File: src/shared/panel_bus_pkg.sv
package panel_bus_pkg;
  // Clock rate in MHz (250 MHz, 4 ns period)
  localparam int unsigned CLK_MHZ = 250;
  localparam int unsigned CLK_PERIOD_NS = 4;

  // Minimum strobe times in ns
  localparam int unsigned STORE_LOW_TIME_NS = 170;
  localparam int unsigned STORE_HIGH_TIME_NS = 85;
  localparam int unsigned STORE_CYCLE_TIME_NS = 255;
  localparam int unsigned STORE_DATA_LEAD_TIME_NS = 85;
  localparam int unsigned LOAD_LOW_TIME_NS = 300;
  localparam int unsigned LOAD_HIGH_TIME_NS = 300;
  localparam int unsigned LOAD_CYCLE_TIME_NS = 600;
  localparam int unsigned INIT_LOW_TIME_NS = 2000;

  // Least times round up to whole cycles
  localparam int unsigned STORE_LOW_CYC = (STORE_LOW_TIME_NS + CLK_PERIOD_NS - 1) / CLK_PERIOD_NS;
  localparam int unsigned STORE_HIGH_CYC =
    (STORE_HIGH_TIME_NS + CLK_PERIOD_NS - 1) / CLK_PERIOD_NS;
  localparam int unsigned STORE_CYCLE_CYC =
    (STORE_CYCLE_TIME_NS + CLK_PERIOD_NS - 1) / CLK_PERIOD_NS;
  localparam int unsigned STORE_LEAD_CYC =
    (STORE_DATA_LEAD_TIME_NS + CLK_PERIOD_NS - 1) / CLK_PERIOD_NS;
  localparam int unsigned LOAD_LOW_CYC = (LOAD_LOW_TIME_NS + CLK_PERIOD_NS - 1) / CLK_PERIOD_NS;
  localparam int unsigned LOAD_HIGH_CYC = (LOAD_HIGH_TIME_NS + CLK_PERIOD_NS - 1) / CLK_PERIOD_NS;
  localparam int unsigned LOAD_CYCLE_CYC =
    (LOAD_CYCLE_TIME_NS + CLK_PERIOD_NS - 1) / CLK_PERIOD_NS;
  localparam int unsigned INIT_LOW_CYC = (INIT_LOW_TIME_NS + CLK_PERIOD_NS - 1) / CLK_PERIOD_NS;

  // Counter width for phase timing
  localparam int unsigned CNT_W = 10;
  localparam logic [CNT_W-1:0] CNT_ZERO = 10'h000;
  localparam logic [CNT_W-1:0] CNT_ONE = 10'h001;

  // Data bus width
  localparam int unsigned DATA_W = 8;

  // Operation codes on the request port
  typedef enum logic [1:0] {
    OP_READ_STATUS = 2'h0,  // select low, read
    OP_WRITE_INDEX = 2'h1,  // select low, write
    OP_READ_PIXEL  = 2'h2,  // select high, read
    OP_WRITE_DATA  = 2'h3   // select high, write
  } panel_op_t;

  // Op field positions
  localparam int unsigned OP_SEL_BIT = 1;
  localparam int unsigned OP_WR_BIT = 0;

  // Idle level of every strobe
  localparam logic STROBE_IDLE = 1'b1;
  localparam logic STROBE_ACTIVE = 1'b0;
endpackage

File: src/core/panel_bus_master.sv
`timescale 1ns/1ps
module panel_bus_master (
  input  wire logic       clk_sys_i,              // System clock, 250 MHz
  input  wire logic       rstn_i,                 // Sync reset, active low
  input  wire logic       init_req_i,             // Request panel init pulse
  input  wire logic [1:0] req_op_i,               // Operation code
  input  wire logic [7:0] req_data_i,             // Write byte
  input  wire logic       req_valid_i,            // Request present
  output logic            req_ready_o,            // Request accepted
  output logic [7:0]      rsp_data_o,             // Read byte
  output logic            rsp_valid_o,            // Read byte present
  input  wire logic       rsp_ready_i,            // Sink takes read byte
  output logic            busy_o,                 // Transfer or init active
  output logic            panel_select_n_o,       // Panel chip select, low
  output logic            cmd_data_select_o,      // Low index/status, high data
  output logic            panel_load_strobe_n_o,  // Read strobe, low
  output logic            panel_store_strobe_n_o, // Write strobe, low
  output logic            panel_init_strobe_n_o,  // Panel reset, low
  input  wire logic [7:0] panel_data_bus_i,       // Bus level from pins
  output logic [7:0]      panel_data_bus_o,       // Bus drive value
  output logic            panel_data_bus_oe_o     // High while driving bus
);
  typedef enum {
    ST_IDLE,
    ST_STORE_LOW,
    ST_STORE_HIGH,
    ST_LOAD_LOW,
    ST_LOAD_HIGH,
    ST_INIT_LOW
  } state_t;

  localparam logic [panel_bus_pkg::CNT_W-1:0] STORE_LOW_N =
    panel_bus_pkg::CNT_W'(panel_bus_pkg::STORE_LOW_CYC);
  localparam logic [panel_bus_pkg::CNT_W-1:0] STORE_HIGH_N =
    panel_bus_pkg::CNT_W'(panel_bus_pkg::STORE_CYCLE_CYC - panel_bus_pkg::STORE_LOW_CYC);
  localparam logic [panel_bus_pkg::CNT_W-1:0] LOAD_LOW_N =
    panel_bus_pkg::CNT_W'(panel_bus_pkg::LOAD_LOW_CYC);
  localparam logic [panel_bus_pkg::CNT_W-1:0] LOAD_HIGH_N =
    panel_bus_pkg::CNT_W'(panel_bus_pkg::LOAD_CYCLE_CYC - panel_bus_pkg::LOAD_LOW_CYC);
  localparam logic [panel_bus_pkg::CNT_W-1:0] INIT_LOW_N =
    panel_bus_pkg::CNT_W'(panel_bus_pkg::INIT_LOW_CYC);

  // Cycle figures must fit the phase counter and cover both halves
  initial
  begin
    if (panel_bus_pkg::INIT_LOW_CYC >= (1 << panel_bus_pkg::CNT_W))
      $error("panel_bus_master: phase counter too narrow");
    // The idle edge before the next fall adds one cycle of high time
    if (panel_bus_pkg::STORE_CYCLE_CYC - panel_bus_pkg::STORE_LOW_CYC + 1
        < panel_bus_pkg::STORE_HIGH_CYC)
      $error("panel_bus_master: store high phase too short");
    if (panel_bus_pkg::LOAD_CYCLE_CYC - panel_bus_pkg::LOAD_LOW_CYC + 1
        < panel_bus_pkg::LOAD_HIGH_CYC)
      $error("panel_bus_master: load high phase too short");
  end

  // Decode helpers, used by the command path and pin drivers
  function automatic logic op_is_write(input logic [1:0] op);
    return op[panel_bus_pkg::OP_WR_BIT];
  endfunction
  function automatic logic op_cmd_level(input logic [1:0] op);
    return op[panel_bus_pkg::OP_SEL_BIT];
  endfunction

  state_t                          state;      // Sequencer state
  logic [panel_bus_pkg::CNT_W-1:0] phase_cnt;  // Cycles left in phase
  logic                            init_pend;  // Init requested, not started

  // Request buffer output side
  logic [9:0] q_word;   // {op, data}
  logic       q_valid;  // Buffered request present
  logic       q_take;   // Sequencer consumes it
  logic [1:0] q_op;     // Buffered op
  logic [7:0] q_data;   // Buffered byte
  assign q_op = q_word[9:8];
  assign q_data = q_word[7:0];

  // Read return buffer input side
  logic       rb_ready;  // Room for a read byte
  logic       rb_push;   // Read byte captured
  logic [7:0] bus_sync;  // Synchronised pins

  // Requests buffered two deep, so the requester is held by a slow bus only once both slots are full
  skid_buffer2 #(
    .WIDTH (10)
  ) u_req_buf (
    .clk_sys_i   (clk_sys_i),
    .rstn_i      (rstn_i),
    .in_data_i   ({req_op_i, req_data_i}),
    .in_valid_i  (req_valid_i),
    .in_ready_o  (req_ready_o),
    .out_data_o  (q_word),
    .out_valid_o (q_valid),
    .out_ready_i (q_take)
  );

  // Pins cross from the panel's timing into ours
  pin_sync2 #(
    .WIDTH (panel_bus_pkg::DATA_W)
  ) u_bus_sync (
    .clk_sys_i (clk_sys_i),
    .rstn_i    (rstn_i),
    .async_i   (panel_data_bus_i),
    .sync_o    (bus_sync)
  );

  // Reads wait for return room, so a stalled sink loses no byte
  assign q_take = (state == ST_IDLE) && !init_pend && q_valid &&
                  (op_is_write(q_op) || rb_ready);

  // Init request latched; set wins over the start clear
  always_ff @(posedge clk_sys_i)
  begin
    if (!rstn_i)
      init_pend <= 1'b0;
    else if (init_req_i)
      init_pend <= 1'b1;
    else if (state == ST_IDLE)
      init_pend <= 1'b0;
  end

  // Sequencer: strobe phases timed by the phase counter
  always_ff @(posedge clk_sys_i)
  begin
    if (!rstn_i)
    begin
      state <= ST_IDLE;
      phase_cnt <= panel_bus_pkg::CNT_ZERO;
    end
    else
    begin
      case (state)
        ST_IDLE:
        begin
          if (init_pend)
          begin
            state <= ST_INIT_LOW;
            phase_cnt <= INIT_LOW_N;
          end
          else if (q_take && op_is_write(q_op))
          begin
            state <= ST_STORE_LOW;
            phase_cnt <= STORE_LOW_N;
          end
          else if (q_take)
          begin
            state <= ST_LOAD_LOW;
            phase_cnt <= LOAD_LOW_N;
          end
        end
        ST_STORE_LOW:
        begin
          if (phase_cnt == panel_bus_pkg::CNT_ONE)
          begin
            state <= ST_STORE_HIGH;
            phase_cnt <= STORE_HIGH_N;
          end
          else
            phase_cnt <= phase_cnt - panel_bus_pkg::CNT_ONE;
        end
        ST_LOAD_LOW:
        begin
          if (phase_cnt == panel_bus_pkg::CNT_ONE)
          begin
            state <= ST_LOAD_HIGH;
            phase_cnt <= LOAD_HIGH_N;
          end
          else
            phase_cnt <= phase_cnt - panel_bus_pkg::CNT_ONE;
        end
        ST_STORE_HIGH, ST_LOAD_HIGH, ST_INIT_LOW:
        begin
          if (phase_cnt == panel_bus_pkg::CNT_ONE)
            state <= ST_IDLE;
          else
            phase_cnt <= phase_cnt - panel_bus_pkg::CNT_ONE;
        end
        default:
        begin
          state <= ST_IDLE;
          phase_cnt <= panel_bus_pkg::CNT_ZERO;
        end
      endcase
    end
  end

  // Pin drivers; select stays low through the high phase too
  always_ff @(posedge clk_sys_i)
  begin
    if (!rstn_i)
    begin
      panel_select_n_o <= panel_bus_pkg::STROBE_IDLE;
      cmd_data_select_o <= 1'b0;
      panel_load_strobe_n_o <= panel_bus_pkg::STROBE_IDLE;
      panel_store_strobe_n_o <= panel_bus_pkg::STROBE_IDLE;
      panel_data_bus_o <= 8'h00;
      panel_data_bus_oe_o <= 1'b0;
    end
    else if (state == ST_IDLE && !init_pend && q_take)
    begin
      panel_select_n_o <= panel_bus_pkg::STROBE_ACTIVE;
      cmd_data_select_o <= op_cmd_level(q_op);
      panel_load_strobe_n_o <= op_is_write(q_op);
      panel_store_strobe_n_o <= ~op_is_write(q_op);
      panel_data_bus_o <= q_data;
      panel_data_bus_oe_o <= op_is_write(q_op);
    end
    else if ((state == ST_STORE_LOW || state == ST_LOAD_LOW) &&
             phase_cnt == panel_bus_pkg::CNT_ONE)
    begin
      // Strobes rise; select and data held through the high phase
      panel_load_strobe_n_o <= panel_bus_pkg::STROBE_IDLE;
      panel_store_strobe_n_o <= panel_bus_pkg::STROBE_IDLE;
    end
    else if ((state == ST_STORE_HIGH || state == ST_LOAD_HIGH) &&
             phase_cnt == panel_bus_pkg::CNT_ONE)
    begin
      panel_select_n_o <= panel_bus_pkg::STROBE_IDLE;
      panel_data_bus_oe_o <= 1'b0;
    end
  end

  // Init strobe low for the whole init phase
  always_ff @(posedge clk_sys_i)
  begin
    if (!rstn_i)
      panel_init_strobe_n_o <= panel_bus_pkg::STROBE_IDLE;
    else
      panel_init_strobe_n_o <= !(state == ST_IDLE && init_pend) &&
                               !(state == ST_INIT_LOW && phase_cnt != panel_bus_pkg::CNT_ONE);
  end

  // Sample at end of load low phase; sync delay covered by 75 cycles
  assign rb_push = (state == ST_LOAD_LOW) && (phase_cnt == panel_bus_pkg::CNT_ONE);

  logic [7:0] rb_data;   // Buffer head
  logic       rb_valid;  // Buffer head present

  skid_buffer2 #(
    .WIDTH (panel_bus_pkg::DATA_W)
  ) u_rsp_buf (
    .clk_sys_i   (clk_sys_i),
    .rstn_i      (rstn_i),
    .in_data_i   (bus_sync),
    .in_valid_i  (rb_push),
    .in_ready_o  (rb_ready),
    .out_data_o  (rb_data),
    .out_valid_o (rb_valid),
    .out_ready_i (!rsp_valid_o || rsp_ready_i)
  );

  // Registered read port; reloads only when empty or taken, so valid holds
  always_ff @(posedge clk_sys_i)
  begin
    if (!rstn_i)
    begin
      rsp_valid_o <= 1'b0;
      rsp_data_o <= 8'h00;
    end
    else if (!rsp_valid_o || rsp_ready_i)
    begin
      rsp_valid_o <= rb_valid;
      rsp_data_o <= rb_data;
    end
  end

  // Busy flag from sequencer state, pending init and buffered request
  always_ff @(posedge clk_sys_i)
  begin
    if (!rstn_i)
      busy_o <= 1'b0;
    else
      busy_o <= (state != ST_IDLE) || init_pend || q_valid;
  end

  // Store or load low phase length, counted from the falling strobe
  logic [panel_bus_pkg::CNT_W-1:0] low_len;  // Cycles strobe low so far
  always_ff @(posedge clk_sys_i)
  begin
    if (!rstn_i)
      low_len <= panel_bus_pkg::CNT_ZERO;
    else if (!panel_store_strobe_n_o || !panel_load_strobe_n_o)
      low_len <= low_len + panel_bus_pkg::CNT_ONE;
    else
      low_len <= panel_bus_pkg::CNT_ZERO;
  end

  // Both strobes high, counted; saturates so a long idle reads as plenty
  logic [panel_bus_pkg::CNT_W-1:0] high_len;  // Cycles both strobes high
  always_ff @(posedge clk_sys_i)
  begin
    if (!rstn_i)
      high_len <= '1;
    else if (!panel_store_strobe_n_o || !panel_load_strobe_n_o)
      high_len <= panel_bus_pkg::CNT_ZERO;
    else if (high_len != '1)
      high_len <= high_len + panel_bus_pkg::CNT_ONE;
  end

  localparam int STORE_LOW_MIN = int'(panel_bus_pkg::STORE_LOW_CYC);   // Exact low phase
  localparam int STORE_HIGH_MIN = int'(panel_bus_pkg::STORE_HIGH_CYC); // Least high time
  localparam int LOAD_LOW_MIN = int'(panel_bus_pkg::LOAD_LOW_CYC);     // Exact low phase
endmodule

File: src/core/skid_buffer2.sv
`timescale 1ns/1ps
// Two-entry buffer; ready depends only on fill level so no
// combinational path runs from sink ready to source ready.
module skid_buffer2 #(
  parameter int unsigned WIDTH = 8  // Word width
) (
  input  wire logic             clk_sys_i,  // System clock
  input  wire logic             rstn_i,     // Sync reset, active low
  input  wire logic [WIDTH-1:0] in_data_i,  // Word from source
  input  wire logic             in_valid_i, // Source has a word
  output logic                  in_ready_o, // Room for a word
  output logic      [WIDTH-1:0] out_data_o, // Oldest word
  output logic                  out_valid_o,// Oldest word present
  input  wire logic             out_ready_i // Sink takes it
);
  initial
  begin
    if (WIDTH < 1)
      $error("skid_buffer2: WIDTH must be at least 1");
  end

  logic [WIDTH-1:0] mem [2];  // Storage slots
  logic             wr_ptr;   // Next slot to fill
  logic             rd_ptr;   // Next slot to drain
  logic [1:0]       fill;     // Entries held

  logic push;  // Word accepted
  logic pop;   // Word drained
  assign push = in_valid_i && in_ready_o;
  assign pop = out_valid_o && out_ready_i;
  assign out_valid_o = (fill != 2'h0);
  assign out_data_o = mem[rd_ptr];

  // Slot storage, no reset needed for data
  always_ff @(posedge clk_sys_i)
  begin
    if (push)
      mem[wr_ptr] <= in_data_i;
  end

  // Pointers, fill count and registered room flag
  always_ff @(posedge clk_sys_i)
  begin
    if (!rstn_i)
    begin
      wr_ptr <= 1'b0;
      rd_ptr <= 1'b0;
      fill <= 2'h0;
      in_ready_o <= 1'b1;
    end
    else
    begin
      if (push)
        wr_ptr <= ~wr_ptr;
      if (pop)
        rd_ptr <= ~rd_ptr;
      case ({push, pop})
        2'b10:
        begin
          fill <= fill + 2'h1;
          in_ready_o <= (fill != 2'h1);  // Full after this push
        end
        2'b01:
        begin
          fill <= fill - 2'h1;
          in_ready_o <= 1'b1;            // A slot was freed
        end
        default: fill <= fill;
      endcase
    end
  end
endmodule

File: src/core/pin_sync2.sv
`timescale 1ns/1ps
// Two-flop synchroniser per bit for the sampled data pins
module pin_sync2 #(
  parameter int unsigned WIDTH = 8  // Bits synchronised
) (
  input  wire logic             clk_sys_i, // System clock
  input  wire logic             rstn_i,    // Sync reset, active low
  input  wire logic [WIDTH-1:0] async_i,   // Pin levels
  output logic      [WIDTH-1:0] sync_o     // Synchronised levels
);
  logic [WIDTH-1:0] meta;  // First stage, read only by second

  // Both stages in one process; meta feeds sync_o only
  always_ff @(posedge clk_sys_i)
  begin
    if (!rstn_i)
    begin
      meta <= '0;
      sync_o <= '0;
    end
    else
    begin
      meta <= async_i;
      sync_o <= meta;
    end
  end
endmodule

File: config.mk
export PLATFORM = sky130hd
export DESIGN_NAME = panel_bus_master
export DESIGN_NICKNAME = d
export VERILOG_FILES = /design/src/shared/panel_bus_pkg.sv /design/src/core/panel_bus_master.sv /design/src/core/skid_buffer2.sv /design/src/core/pin_sync2.sv
export SDC_FILE = /design/constraint.sdc
export NUM_CORES = 1
export LEC_CHECK = 0
export ABC_CLOCK_PERIOD_IN_PS = 2450
export BUFFER_PORTS_ARGS = -buffer_cell sky130_fd_sc_hd__buf_2
export CAP_MARGIN = 15
export CORE_ASPECT_RATIO = 1.75
export CORE_UTILIZATION = 52
export CTS_CLUSTER_SIZE = 20
export DETAILED_ROUTE_END_ITERATION = 7
export PLACE_DENSITY = 0.82
export SYNTH_ARGS = -nofsm -noshare
export SYNTH_HDL_FRONTEND = slang
export SYNTH_SLANG_ARGS = --single-unit
File: constraint.sdc
create_clock -name clk_sys_i -period 2.45 [get_ports clk_sys_i]
set_input_delay 0.49 -clock clk_sys_i [delete_from_list [all_inputs] [get_ports clk_sys_i]]
set_output_delay 0.49 -clock clk_sys_i [all_outputs]
set_load 0.02 [all_outputs]
==> impl_table.tex, run 1 <==
\begin{tabular}{lr}
\hline
Metric & Value \\
\hline
\multicolumn{2}{l}{\textbf{Run status}} \\
Run status & finished, final reports clean \\
\multicolumn{2}{l}{\textbf{Flow run}} \\
Number of max-capacitance violations reported & 0 \\
\multicolumn{2}{l}{\textbf{Placed design}} \\
Placement Setup Slack & 0.1743 ns \\
Final RePlAce weighted congestion & 0.9778 \\
Area after DPL & 4663 sq um \\
Number of cells after detailed placement & 518 \\
Half-perimeter wire length after placement & 6.197 mm \\
I/O Buffers & 47 \\
\multicolumn{2}{l}{\textbf{Global routing}} \\
Leftover overflow at the end of global routing & 0 \\
Largest net degree at the start of global routing & 44 \\
Total Routing Usage GR & 21.05\% \\
Vias in the first global route & 3001 \\
First-pass GRT wire length & 13.82 mm \\
Antenna violations before repair & 0 \\
\multicolumn{2}{l}{\textbf{Synth}} \\
Area leader, netlist & sky130\_fd\_sc\_hd\_\_dfxtp\_1 \\
Synthesis warning total & 0 \\
Sequential cell area fraction in the yosys report & 56.05\% \\
Post-synth EDFFs & 36 \\
Share of synthesized flip-flops with an asynchronous set or reset & 0\% \\
Most area-consuming cells after synthesis & sky130\_fd\_sc\_hd\_\_dfxtp\_1, sky130\_fd\_sc\_hd\_\_edfxtp\_1, sky130\_fd\_sc\_hd\_\_mux2i\_1 \\
Flip-flop cell with the highest count after synthesis & sky130\_fd\_sc\_hd\_\_dfxtp\_1 \\
Number of synthesized register bits & 101 \\
Post-Synthesis Cells & 380 \\
Count of distinct cell types in the synthesized netlist & 67 \\
Area share of the largest cell type after synthesis & 30.62\% \\
Syn\_area\_per\_cell & 11.19 sq um \\
Post-synth design cell area & 4250 sq um \\
Net count after synthesis & 411 \\
\multicolumn{2}{l}{\textbf{Floorplan}} \\
Effective utilization at floorplan & 53.74\% \\
Floorplan die height & 121.6 um \\
Site row count & 43 \\
Number of top-level pins & 48 \\
Die Footprint & 8553 sq um \\
Die outline width & 70.34 um \\
Core Area & 7909 sq um \\
\multicolumn{2}{l}{\textbf{Final layout}} \\
Finished Cell Area & 4979 sq um \\
Layout cells sized above 1 & 23.42\% \\
Area occupied by registers & 2382 sq um \\
Final instance count without filler cells & 534 \\
Filler instances & 636 \\
Final Net Count & 470 \\
Final design utilization & 62.95\% \\
Growth of design area from synthesis to finish & 17.13\% \\
Number of antenna repair diodes & 0 \\
Footprint of the multi-input gates & 1723 sq um \\
\multicolumn{2}{l}{\textbf{Detailed routing}} \\
Antenna Nets Post-Route & 0 \\
Post-DR wirelength/cell & 15.92 um \\
Avg Vias per Cell & 5.770 \\
Total detailed-routing wirelength & 8.501 mm \\
Routed length on met1 & 3.296 mm \\
Top layer used by detailed routing & met4 \\
Met3 routed WL & 383 um \\
DR pass1 iterations & 4 \\
Via count & 3081 \\
Drc violations & 0 \\
Starting DRT DRC Count & 228 \\
Routed length on met2 & 4.508 mm \\
\multicolumn{2}{l}{\textbf{Pwr}} \\
Worst vdd ir & 0.7681 mV \\
NetSw & 2.229 mW \\
Power per cell area & 1234 nW/um\^{}2 \\
Cell Int Power & 3.914 mW \\
Power share of the clock group & 23.0\% \\
Fraction of power consumed by sequential logic & 38.3\% \\
Switching power share of the total & 36.28\% \\
Total power & 6.143 mW \\
Leakage power total & 2.122 nW \\
Logic pwr share & 38.7\% \\
\multicolumn{2}{l}{\textbf{Worst setup path}} \\
Largest incremental delay on the critical path & 0.50 ns \\
Data required time of the worst path & 2.66 ns \\
Highest net fanout along the worst path & 7 \\
Cell type with the highest occurrence count on the critical path & sky130\_fd\_sc\_hd\_\_ha\_1 \\
Critical Path AT & 2.48 ns \\
CP Capture Type & register \\
CP max stage cell & sky130\_fd\_sc\_hd\_\_or4b\_4 \\
Crit Path Category & register to register \\
Type of element launching the critical path & register \\
List of cells traversed by the critical path & ha\_1 -> or4b\_4 -> nor3\_4 -> nand4\_1 -> ha\_1 -> nor3b\_1 -> o21ai\_0 \\
\multicolumn{2}{l}{\textbf{Clock tree}} \\
Post-cts sizing count & 0 \\
Longest Clk Path Bufs & 2 \\
Root Buffer Master & sky130\_fd\_sc\_hd\_\_clkbuf\_16 \\
CTS hold repair buffers & 0 \\
CTS sink count & 101 \\
H-tree levels & 3 \\
Cts bufs inserted & 9 \\
\# Post-CTS Setup Buffers & 0 \\
CTS tree & yes \\
Clock transition at the registers of the reported paths & 0.07 ns \\
Clock latency reported for the late side of the worst-skew pair & 0.34 ns \\
\multicolumn{2}{l}{\textbf{Timing}} \\
Accumulated negative setup slack & 0 ns \\
Max-slew violation total from the final report & 0 \\
Final worst-path cycle share & 92.39\% \\
Final worst path period need & 2.264 ns \\
Actual slew at the worst max-slew pin & 0.8641 ns \\
Max-Slew Margin vs Limit & 42.04\% \\
Final setup margin & 0.1865 ns \\
Maximum clock frequency & 441.8 MHz \\
Skew final & 0.007709 ns \\
Final setup viols & 0 \\
Hold Vio Cnt, Final & 0 \\
Post-Route Hold Slack & 0.3370 ns \\
RSZ-0062 raised after global routing & false \\
\multicolumn{2}{l}{\textbf{Worst hold path}} \\
Path class of the lowest-slack min-delay path & primary input to register \\
\hline
\end{tabular}
[cell usage after synthesis (all sizes together), types with 2 or more instances]
library cell and number:
nand2b 2, o211a 17, edfxtp 36, buf 5, a211o 3, ha 8
xor2 2, nand3 3, o41ai 2, nor2b 7, o22ai 3, clkbuf 15
o21a 4, o21ai 20, nor3b 3, nor4 5, dfxtp 65, a31oi 4
nand2 36, nor2 18, a2bb2oi 2, nor3 5, o31ai 2, or2b 2
a32o 2, xnor2 9, inv 14, nand4 2, and2 26, a21oi 10
or4 2, mux2i 18, a22oi 2, a22o 5
[layer usage]
layer | up-vias | global-route usage (%)
met5 | - | 0
met1 | 1465 | 22.35
met2 | 107 | 36.67
li1 | 1487 | -
met4 | 0 | 14.25
met3 | 22 | 4.715
[placed cells by master (no fill, tap or decap), types with 7 or more instances in the layout]
| master | netlist | final |
|---|---|---|
| sky130_fd_sc_hd__buf_4 | 2 | 21 |
| sky130_fd_sc_hd__xnor2_1 | 9 | 9 |
| sky130_fd_sc_hd__o211a_1 | 17 | 17 |
| sky130_fd_sc_hd__dfxtp_1 | 65 | 65 |
| sky130_fd_sc_hd__nand2_1 | 36 | 36 |
| sky130_fd_sc_hd__ha_1 | 8 | 8 |
| sky130_fd_sc_hd__and2_1 | 25 | 25 |
| sky130_fd_sc_hd__edfxtp_1 | 36 | 36 |
| sky130_fd_sc_hd__a21oi_1 | 10 | 10 |
| sky130_fd_sc_hd__inv_1 | 13 | 13 |
| sky130_fd_sc_hd__nor2b_1 | 7 | 7 |
| sky130_fd_sc_hd__mux2i_1 | 18 | 18 |
| sky130_fd_sc_hd__clkbuf_16 | 0 | 10 |
| sky130_fd_sc_hd__o21ai_0 | 19 | 19 |
| sky130_fd_sc_hd__buf_2 | 2 | 47 |
| sky130_fd_sc_hd__nor2_1 | 18 | 18 |
[state kept, by name, summed over array words and instances (netlist names), 2 cells and up, named ones only]
register / flops
state: 3
u_bus_sync.sync_o: 8
u_req_buf.mem: 20
u_req_buf.fill: 2
u_bus_sync.meta: 8
panel_data_bus_o: 8
phase_cnt: 10
u_rsp_buf.fill: 2
u_rsp_buf.mem: 16
rsp_data_o: 8
[worst paths after layout]
| check | startpoint | end | slack (ns) | depth (start not counted) |
|---|---|---|---|---|
| setup / recovery | phase_cnt[0]$_SDFFE_PN0P_ | u_rsp_buf.in_ready_o$_SDFFE_PN1P_ | 0.19 | 7 |
| hold / removal | req_data_i[5] | u_req_buf.mem[0][5]$_DFFE_PP_ | 0.34 | 1 |
| hold reg to reg | u_bus_sync.sync_o[2]$_SDFF_PN0_ | u_rsp_buf.mem[1][2]$_DFFE_PP_ | 0.43 | 0 |
| setup reg to reg | phase_cnt[0]$_SDFFE_PN0P_ | u_rsp_buf.in_ready_o$_SDFFE_PN1P_ | 0.19 | 7 |
[logic make-up (layout without fill, tap and decap cells)]
logic type      after synthesis  after routing  share of synthesized area [%]
flops                       101            101                          56.05
compound gates               88             88                          15.66
fa+ha+maj                     8              8                          2.355
mux                          19             19                          4.504
xor+xnor                     11             11                          2.267
simple gates                119            119                          15.75
buf+inv                      34             98                          3.415
[critical path: cells and delay by family, from the launching register on]
family | cells | cell delay (ns)
AOI/OAI and AO/OA | 1 | 0.09
adders and majority gates | 2 | 0.58
DFF | 1 | 0.44
and+or+nand+nor | 4 | 1.03
[layout make-up]
cell class / count / share of cell area [%]
clock inverter: 5 / 1.030
inverter: 14 / 1.056
tap: 90 / 2.262
sequential: 101 / 47.85
multi-input combinational: 245 / 34.61
clock buffer: 11 / 5.303
timing repair buffer: 68 / 7.891
[power groups by stage]
stage | registers (mW) | clock network [mW] | logic [mW]
final | 2.35 | 1.41 | 2.38
after detailed placement | 2.38 | 0 | 2.36
after global placement | 2.37 | 0 | 2.33
after CTS | 2.35 | 1.45 | 2.38
after floorplan | 2.41 | 0 | 1.61
after global routing | 2.39 | 1.51 | 2.59
Note: power is estimated with default switching activity, not from simulation.
==> run 2, diff against run 1 <==
ABC_CLOCK_PERIOD_IN_PS = 1800   (was 2450)
SETUP_SLACK_MARGIN = 0.4   (was not set)
clock period = 1.8 ns   (was 2.45 ns; I/O delays follow)
==> impl_table.tex, run 2 (same netlist as run 1, synthesis figures left out) <==
\begin{tabular}{lr}
\hline
Metric & Value \\
\hline
\multicolumn{2}{l}{\textbf{Clock tree}} \\
Cts bufs inserted & 9 \\
Clock latency reported for the late side of the worst-skew pair & 0.34 ns \\
CTS tree & yes \\
Clock transition at the registers of the reported paths & 0.07 ns \\
CTS sink count & 101 \\
CTS hold repair buffers & 0 \\
Longest Clk Path Bufs & 2 \\
H-tree levels & 3 \\
Root Buffer Master & sky130\_fd\_sc\_hd\_\_clkbuf\_16 \\
\multicolumn{2}{l}{\textbf{Run status}} \\
Run status & finished, violations left \\
Failing checks & setup timing \\
\multicolumn{2}{l}{\textbf{Detailed routing}} \\
Post-DR wirelength/cell & 18.49 um \\
Avg Vias per Cell & 5.696 \\
Total detailed-routing wirelength & 11.06 mm \\
Antenna Nets Post-Route & 0 \\
Drc violations & 0 \\
Starting DRT DRC Count & 262 \\
DR pass1 iterations & 4 \\
Via count & 3406 \\
\multicolumn{2}{l}{\textbf{Final layout}} \\
Footprint of the multi-input gates & 2087 sq um \\
Leading registers by flop count & u\_req\_buf.mem: 20 flops, u\_rsp\_buf.mem: 16 flops, phase\_cnt: 10 flops \\
Largest reg by FF count & u\_req\_buf.mem \\
Final instance count without filler cells & 598 \\
Finished Cell Area & 5916 sq um \\
Number of antenna repair diodes & 0 \\
Filler instances & 520 \\
Final Net Count & 534 \\
Commonest cells after routing, fill and taps aside & sky130\_fd\_sc\_hd\_\_buf\_4, sky130\_fd\_sc\_hd\_\_dfxtp\_1, sky130\_fd\_sc\_hd\_\_buf\_2 \\
Growth of design area from synthesis to finish & 39.18\% \\
Area occupied by registers & 2392 sq um \\
Most frequent standard cell in the layout excluding fill and tap cells & sky130\_fd\_sc\_hd\_\_buf\_4 \\
Layout cells sized above 1 & 45.08\% \\
Flip-flop count of the largest register, all copies and words added & 20 \\
\multicolumn{2}{l}{\textbf{Pwr}} \\
Switching power share of the total & 37.61\% \\
Cell Int Power & 6.481 mW \\
Worst vdd ir & 1.205 mV \\
Logic pwr share & 52.2\% \\
NetSw & 3.907 mW \\
Fraction of power consumed by sequential logic & 30.1\% \\
Power per cell area & 1756 nW/um\^{}2 \\
Leakage power total & 2.576 nW \\
Power share of the clock group & 17.6\% \\
\multicolumn{2}{l}{\textbf{Worst setup path}} \\
CP Capture Type & register \\
Crit Path Category & register to register \\
Critical Path AT & 2.31 ns \\
Type of element launching the critical path & register \\
Data required time of the worst path & 2.01 ns \\
Highest net fanout along the worst path & 5 \\
\multicolumn{2}{l}{\textbf{Floorplan}} \\
Core Area & 7909 sq um \\
Die outline width & 70.34 um \\
Die Footprint & 8553 sq um \\
Site row count & 43 \\
Effective utilization at floorplan & 53.74\% \\
Floorplan die height & 121.6 um \\
Number of top-level pins & 48 \\
\multicolumn{2}{l}{\textbf{Timing}} \\
Skew final & 0.007362 ns \\
Final worst path period need & 2.104 ns \\
Hold Vio Cnt, Final & 0 \\
Final worst-path cycle share & 116.9\% \\
Maximum clock frequency & 475.4 MHz \\
Final setup margin & -0.3035 ns \\
Max-Slew Margin vs Limit & 66.17\% \\
RSZ-0062 raised after global routing & true \\
Actual slew at the worst max-slew pin & 0.5067 ns \\
Max-slew violation total from the final report & 0 \\
Final setup viols & 40 \\
\multicolumn{2}{l}{\textbf{Global routing}} \\
Leftover overflow at the end of global routing & 0 \\
Largest net degree at the start of global routing & 47 \\
Antenna violations before repair & 0 \\
Total Routing Usage GR & 25.09\% \\
Vias in the first global route & 3332 \\
First-pass GRT wire length & 16.24 mm \\
\multicolumn{2}{l}{\textbf{Placed design}} \\
Area after DPL & 4992 sq um \\
Final RePlAce weighted congestion & 0.9247 \\
Number of cells after detailed placement & 556 \\
Placement Setup Slack & -0.3468 ns \\
Half-perimeter wire length after placement & 7.091 mm \\
I/O Buffers & 47 \\
\multicolumn{2}{l}{\textbf{Worst hold path}} \\
Path class of the lowest-slack min-delay path & primary input to register \\
\multicolumn{2}{l}{\textbf{Flow run}} \\
Number of max-capacitance violations reported & 0 \\
\hline
\end{tabular}
==> run 2: power by group through the flow <==
stage	registers (mW)	logic, mW	clock network (mW)
2_1_floorplan	3.29	2.32	0
3_3_place_gp	3.10	3.88	0
6_report	3.13	5.43	1.83
5_1_grt	3.17	5.74	1.93
3_5_place_dp	3.13	3.96	0
4_1_cts	3.10	4.67	1.85
==> run 2: area by class of cell <==
type	count	area share [%]
Clock buffer	9	3.807
Clock inverter	7	0.9729
Inverter	14	0.8883
Multi-Input combinational cell	245	35.28
Sequential cell	101	40.44
Tap cell	90	1.904
Timing Repair Buffer	132	16.71
==> run 2: stage by stage <==
stage | utilization (%) | hold slack [ns] | TNS, ns | power [mW]
floorplan | - | 0.4037 | -8.673 | 5.611
global route | 74.80 | 0.1945 | -10.31 | 10.84
finish | 74.80 | 0.2027 | -7.750 | 10.39
global placement | 63.12 | 0.4073 | -6.999 | 6.978
CTS | 71.08 | 0.2011 | -7.124 | 9.614
detailed placement | 63.12 | 0.4149 | -8.487 | 7.089
==> run 2: critical path, stage by stage (launching register included) <==
cell and delay [ns]:
sky130_fd_sc_hd__dfxtp_2 0.32, sky130_fd_sc_hd__inv_2 0.07, sky130_fd_sc_hd__ha_4 0.12, sky130_fd_sc_hd__or4b_4 0.47
sky130_fd_sc_hd__nor3_4 0.15, sky130_fd_sc_hd__nand4_1 0.20, sky130_fd_sc_hd__ha_4 0.38, sky130_fd_sc_hd__nor2b_1 0.16
sky130_fd_sc_hd__o21ai_1 0.10
==> run 2: path summary, 6_finish.rpt <==
kind                              startpoint                           endpoint  slack, ns  cells past startpoint
max                phase_cnt[1]$_SDFFE_PN0P_  u_rsp_buf.in_ready_o$_SDFFE_PN1P_      -0.30                      8
max reg2reg        phase_cnt[1]$_SDFFE_PN0P_  u_rsp_buf.in_ready_o$_SDFFE_PN1P_      -0.30                      8
min                            req_data_i[7]      u_req_buf.mem[1][7]$_DFFE_PP_       0.20                      1
min reg2reg  u_bus_sync.sync_o[6]$_SDFF_PN0_      u_rsp_buf.mem[1][6]$_DFFE_PP_       0.43                      0
==> run 2: metal layers <==
layer | up-vias | GRT usage, % | wire length, um
li1 | 1631 | - | -
met1 | 1627 | 25.71 | 4065
met2 | 100 | 45.77 | 6070
met3 | 48 | 4.218 | 315
met4 | 0 | 16.88 | 606
met5 | - | 0 | 0
==> run 2: repair_timing <==
| item | CTS | global route |
|---|---|---|
| resized for setup | 59 | 47 |
| gates cloned | 2 | 0 |
| pin swaps | 13 | 23 |
| endpoints found under the setup margin | 54 | 54 |
| buffers inserted | 10 | 14 |
==> run 3, diff against run 2 <==
SETUP_SLACK_MARGIN = 0.02   (was 0.4)
==> impl_table.tex, run 3 (same netlist as run 1, synthesis figures left out) <==
\begin{tabular}{lr}
\hline
Metric & Value \\
\hline
\multicolumn{2}{l}{\textbf{Worst setup path}} \\
Largest delay contributor family on the critical path & simple AND/OR/NAND/NOR gates \\
Crit Path Category & register to register \\
Data required time of the worst path & 1.86 ns \\
List of cells traversed by the critical path & inv\_2 -> ha\_4 -> or4b\_4 -> nor3\_4 -> nand4\_1 -> buf\_4 -> nor2\_4 -> buf\_4 \\
Largest incremental delay on the critical path & 0.47 ns \\
Type of element launching the critical path & register \\
CP Capture Type & register \\
Cell type with the highest occurrence count on the critical path & sky130\_fd\_sc\_hd\_\_buf\_4 \\
Critical Path AT & 2.13 ns \\
Worst reg2reg setup slack & -0.27 ns \\
WP buf/inv & 3 \\
Critical register-to-register path endpoint & u\_rsp\_buf.mem[0][6]\$\_DFFE\_PP\_ \\
Depth of the worst register-to-register path & 8 \\
CP max stage cell & sky130\_fd\_sc\_hd\_\_or4b\_4 \\
Beginning of the worst register-to-register path & phase\_cnt[1]\$\_SDFFE\_PN0P\_ \\
Highest net fanout along the worst path & 4 \\
\multicolumn{2}{l}{\textbf{Final layout}} \\
Number of antenna repair diodes & 0 \\
Largest reg by FF count & u\_req\_buf.mem \\
Flip-flop count of the largest register, all copies and words added & 20 \\
Layout cells sized above 1 & 37.20\% \\
Final design utilization & 70.62\% \\
Growth of design area from synthesis to finish & 31.41\% \\
Leading registers by flop count & u\_req\_buf.mem: 20 flops, u\_rsp\_buf.mem: 16 flops, phase\_cnt: 10 flops \\
Finished Cell Area & 5585 sq um \\
Final Net Count & 518 \\
Commonest cells after routing, fill and taps aside & sky130\_fd\_sc\_hd\_\_dfxtp\_1, sky130\_fd\_sc\_hd\_\_buf\_4, sky130\_fd\_sc\_hd\_\_buf\_2 \\
Filler instances & 565 \\
\multicolumn{2}{l}{\textbf{Timing}} \\
Accumulated negative setup slack & -7.004 ns \\
Final worst-path cycle share & 115.2\% \\
Skew final & 0.004564 ns \\
RSZ-0062 raised after global routing & true \\
Hold Vio Cnt, Final & 0 \\
Maximum clock frequency & 482.1 MHz \\
Final worst path period need & 2.074 ns \\
Max-slew violation total from the final report & 0 \\
Post-Route Hold Slack & 0.2081 ns \\
Actual slew at the worst max-slew pin & 0.5074 ns \\
Final setup viols & 35 \\
Max-Slew Margin vs Limit & 66.13\% \\
Final setup margin & -0.2741 ns \\
\multicolumn{2}{l}{\textbf{Detailed routing}} \\
Post-DR wirelength/cell & 17.44 um \\
Drc violations & 0 \\
Avg Vias per Cell & 5.689 \\
Via count & 3311 \\
Starting DRT DRC Count & 189 \\
Total detailed-routing wirelength & 10.15 mm \\
DR pass1 iterations & 4 \\
Antenna Nets Post-Route & 0 \\
\multicolumn{2}{l}{\textbf{Clock tree}} \\
CTS tree & yes \\
H-tree levels & 3 \\
Clock transition at the registers of the reported paths & 0.07 ns \\
Clock latency reported for the late side of the worst-skew pair & 0.33 ns \\
CTS sink count & 101 \\
CTS hold repair buffers & 0 \\
Cts bufs inserted & 9 \\
Longest Clk Path Bufs & 2 \\
Root Buffer Master & sky130\_fd\_sc\_hd\_\_clkbuf\_16 \\
\multicolumn{2}{l}{\textbf{Placed design}} \\
Area after DPL & 5027 sq um \\
Half-perimeter wire length after placement & 7.392 mm \\
I/O Buffers & 47 \\
Final RePlAce weighted congestion & 0.9606 \\
\multicolumn{2}{l}{\textbf{Worst hold path}} \\
Hold Crit Endpoint & u\_req\_buf.mem[0][5]\$\_DFFE\_PP\_ \\
Cells on Worst Hold Path & 1 \\
Path class of the lowest-slack min-delay path & primary input to register \\
Hold\_sp & req\_data\_i[5] \\
\multicolumn{2}{l}{\textbf{Global routing}} \\
Vias in the first global route & 3390 \\
First-pass GRT wire length & 16.22 mm \\
Largest net degree at the start of global routing & 37 \\
Antenna violations before repair & 0 \\
Total Routing Usage GR & 24.88\% \\
Leftover overflow at the end of global routing & 0 \\
\multicolumn{2}{l}{\textbf{Floorplan}} \\
Site row count & 43 \\
Effective utilization at floorplan & 53.74\% \\
Number of top-level pins & 48 \\
Die Footprint & 8553 sq um \\
Floorplan die height & 121.6 um \\
Core Area & 7909 sq um \\
Die outline width & 70.34 um \\
\multicolumn{2}{l}{\textbf{Run status}} \\
Run status & finished, violations left \\
Failing checks & setup timing \\
\multicolumn{2}{l}{\textbf{Pwr}} \\
Worst vdd ir & 1.087 mV \\
Logic pwr share & 48.0\% \\
Switching power share of the total & 36.61\% \\
Fraction of power consumed by sequential logic & 32.1\% \\
Power per cell area & 1730 nW/um\^{}2 \\
Cell Int Power & 6.126 mW \\
Power share of the clock group & 19.9\% \\
NetSw & 3.538 mW \\
Leakage power total & 2.442 nW \\
\multicolumn{2}{l}{\textbf{Flow run}} \\
Number of max-capacitance violations reported & 0 \\
\hline
\end{tabular}
## run 3: changes by cell type in the layout (fill, tap and decap cells not counted), sizes merged
cell / before / now
clkinv: 4 / 3
buf: 132 / 116
clkbuf: 9 / 10
bufinv: 0 / 1
inv: 17 / 16
## run 3: final cells by class
class / count / area, sq um / share of cell area, %
clock buffers: 10 / 229.0 / 4.099
clock inverters: 6 / 71.32 / 1.277
inverters: 14 / 52.55 / 0.9409
multi-input cells: 245 / 1927 / 34.50
flip-flops and latches: 101 / 2390 / 42.79
well taps: 90 / 112.6 / 2.016
repair buffers: 116 / 803.3 / 14.38
## run 3: how the worst max path moves through the flow
| stage | from | endpoint | slack (ns) | depth (start not counted) |
|---|---|---|---|---|
| 2_1_floorplan | phase_cnt[1]$_SDFFE_PN0P_ | u_rsp_buf.mem[0][0]$_DFFE_PP_ | -0.40 | 6 |
| 3_3_place_gp | phase_cnt[1]$_SDFFE_PN0P_ | phase_cnt[7]$_SDFFE_PN0P_ | -0.30 | 7 |
| 4_1_cts | phase_cnt[1]$_SDFFE_PN0P_ | u_rsp_buf.mem[0][6]$_DFFE_PP_ | -0.28 | 8 |
| 3_5_place_dp | phase_cnt[1]$_SDFFE_PN0P_ | phase_cnt[7]$_SDFFE_PN0P_ | -0.37 | 7 |
| 5_1_grt | phase_cnt[1]$_SDFFE_PN0P_ | u_rsp_buf.mem[0][6]$_DFFE_PP_ | -0.35 | 8 |
| 6_report | phase_cnt[1]$_SDFFE_PN0P_ | u_rsp_buf.mem[0][6]$_DFFE_PP_ | -0.27 | 8 |
## run 3: worst register-to-register path: cells and delay by family, from the launching register on
kind	cells	cell delay, ns
flip-flops	1	0.32
AND/OR/NAND/NOR	4	0.92
adder cells (fa/ha/maj)	1	0.12
buffers and inverters	3	0.42
## run 3: per-stage QoR
step	total power [mW]	cells	setup slack (ns)
2_1_floorplan	5.586	380	-0.4027
3_3_place_gp	7.095	561	-0.3008
3_5_place_dp	7.210	561	-0.3732
4_1_cts	9.463	582	-0.2805
5_1_grt	10.14	582	-0.3451
6_report	9.664	582	-0.2741
## run 3: what timing repair did
item / CTS / global route
pin swaps: 18 / 8
endpoints found under the hold margin: 0 / 0
buffers inserted: 4 / 1
setup endpoints to repair: 48 / 50
resized for setup: 34 / 22
gates cloned: 1 / 0
## run 3: metal layers
layer	vias to the layer above	GRT usage, %	share of wire, %
li1	1592	-	-
met1	1580	25.31	36
met2	97	44.40	54
met3	42	4.053	3.1
met4	0	19.38	6.5
met5	-	0	0
## run 3: power groups by stage
stage | clock network [mW] | logic, mW | registers [mW]
final | 1.92 | 4.64 | 3.10
after global routing | 2.05 | 4.94 | 3.15
after global placement | 0 | 4.01 | 3.09
after floorplan | 0 | 2.29 | 3.29
after CTS | 1.95 | 4.42 | 3.09
after detailed placement | 0 | 4.09 | 3.12
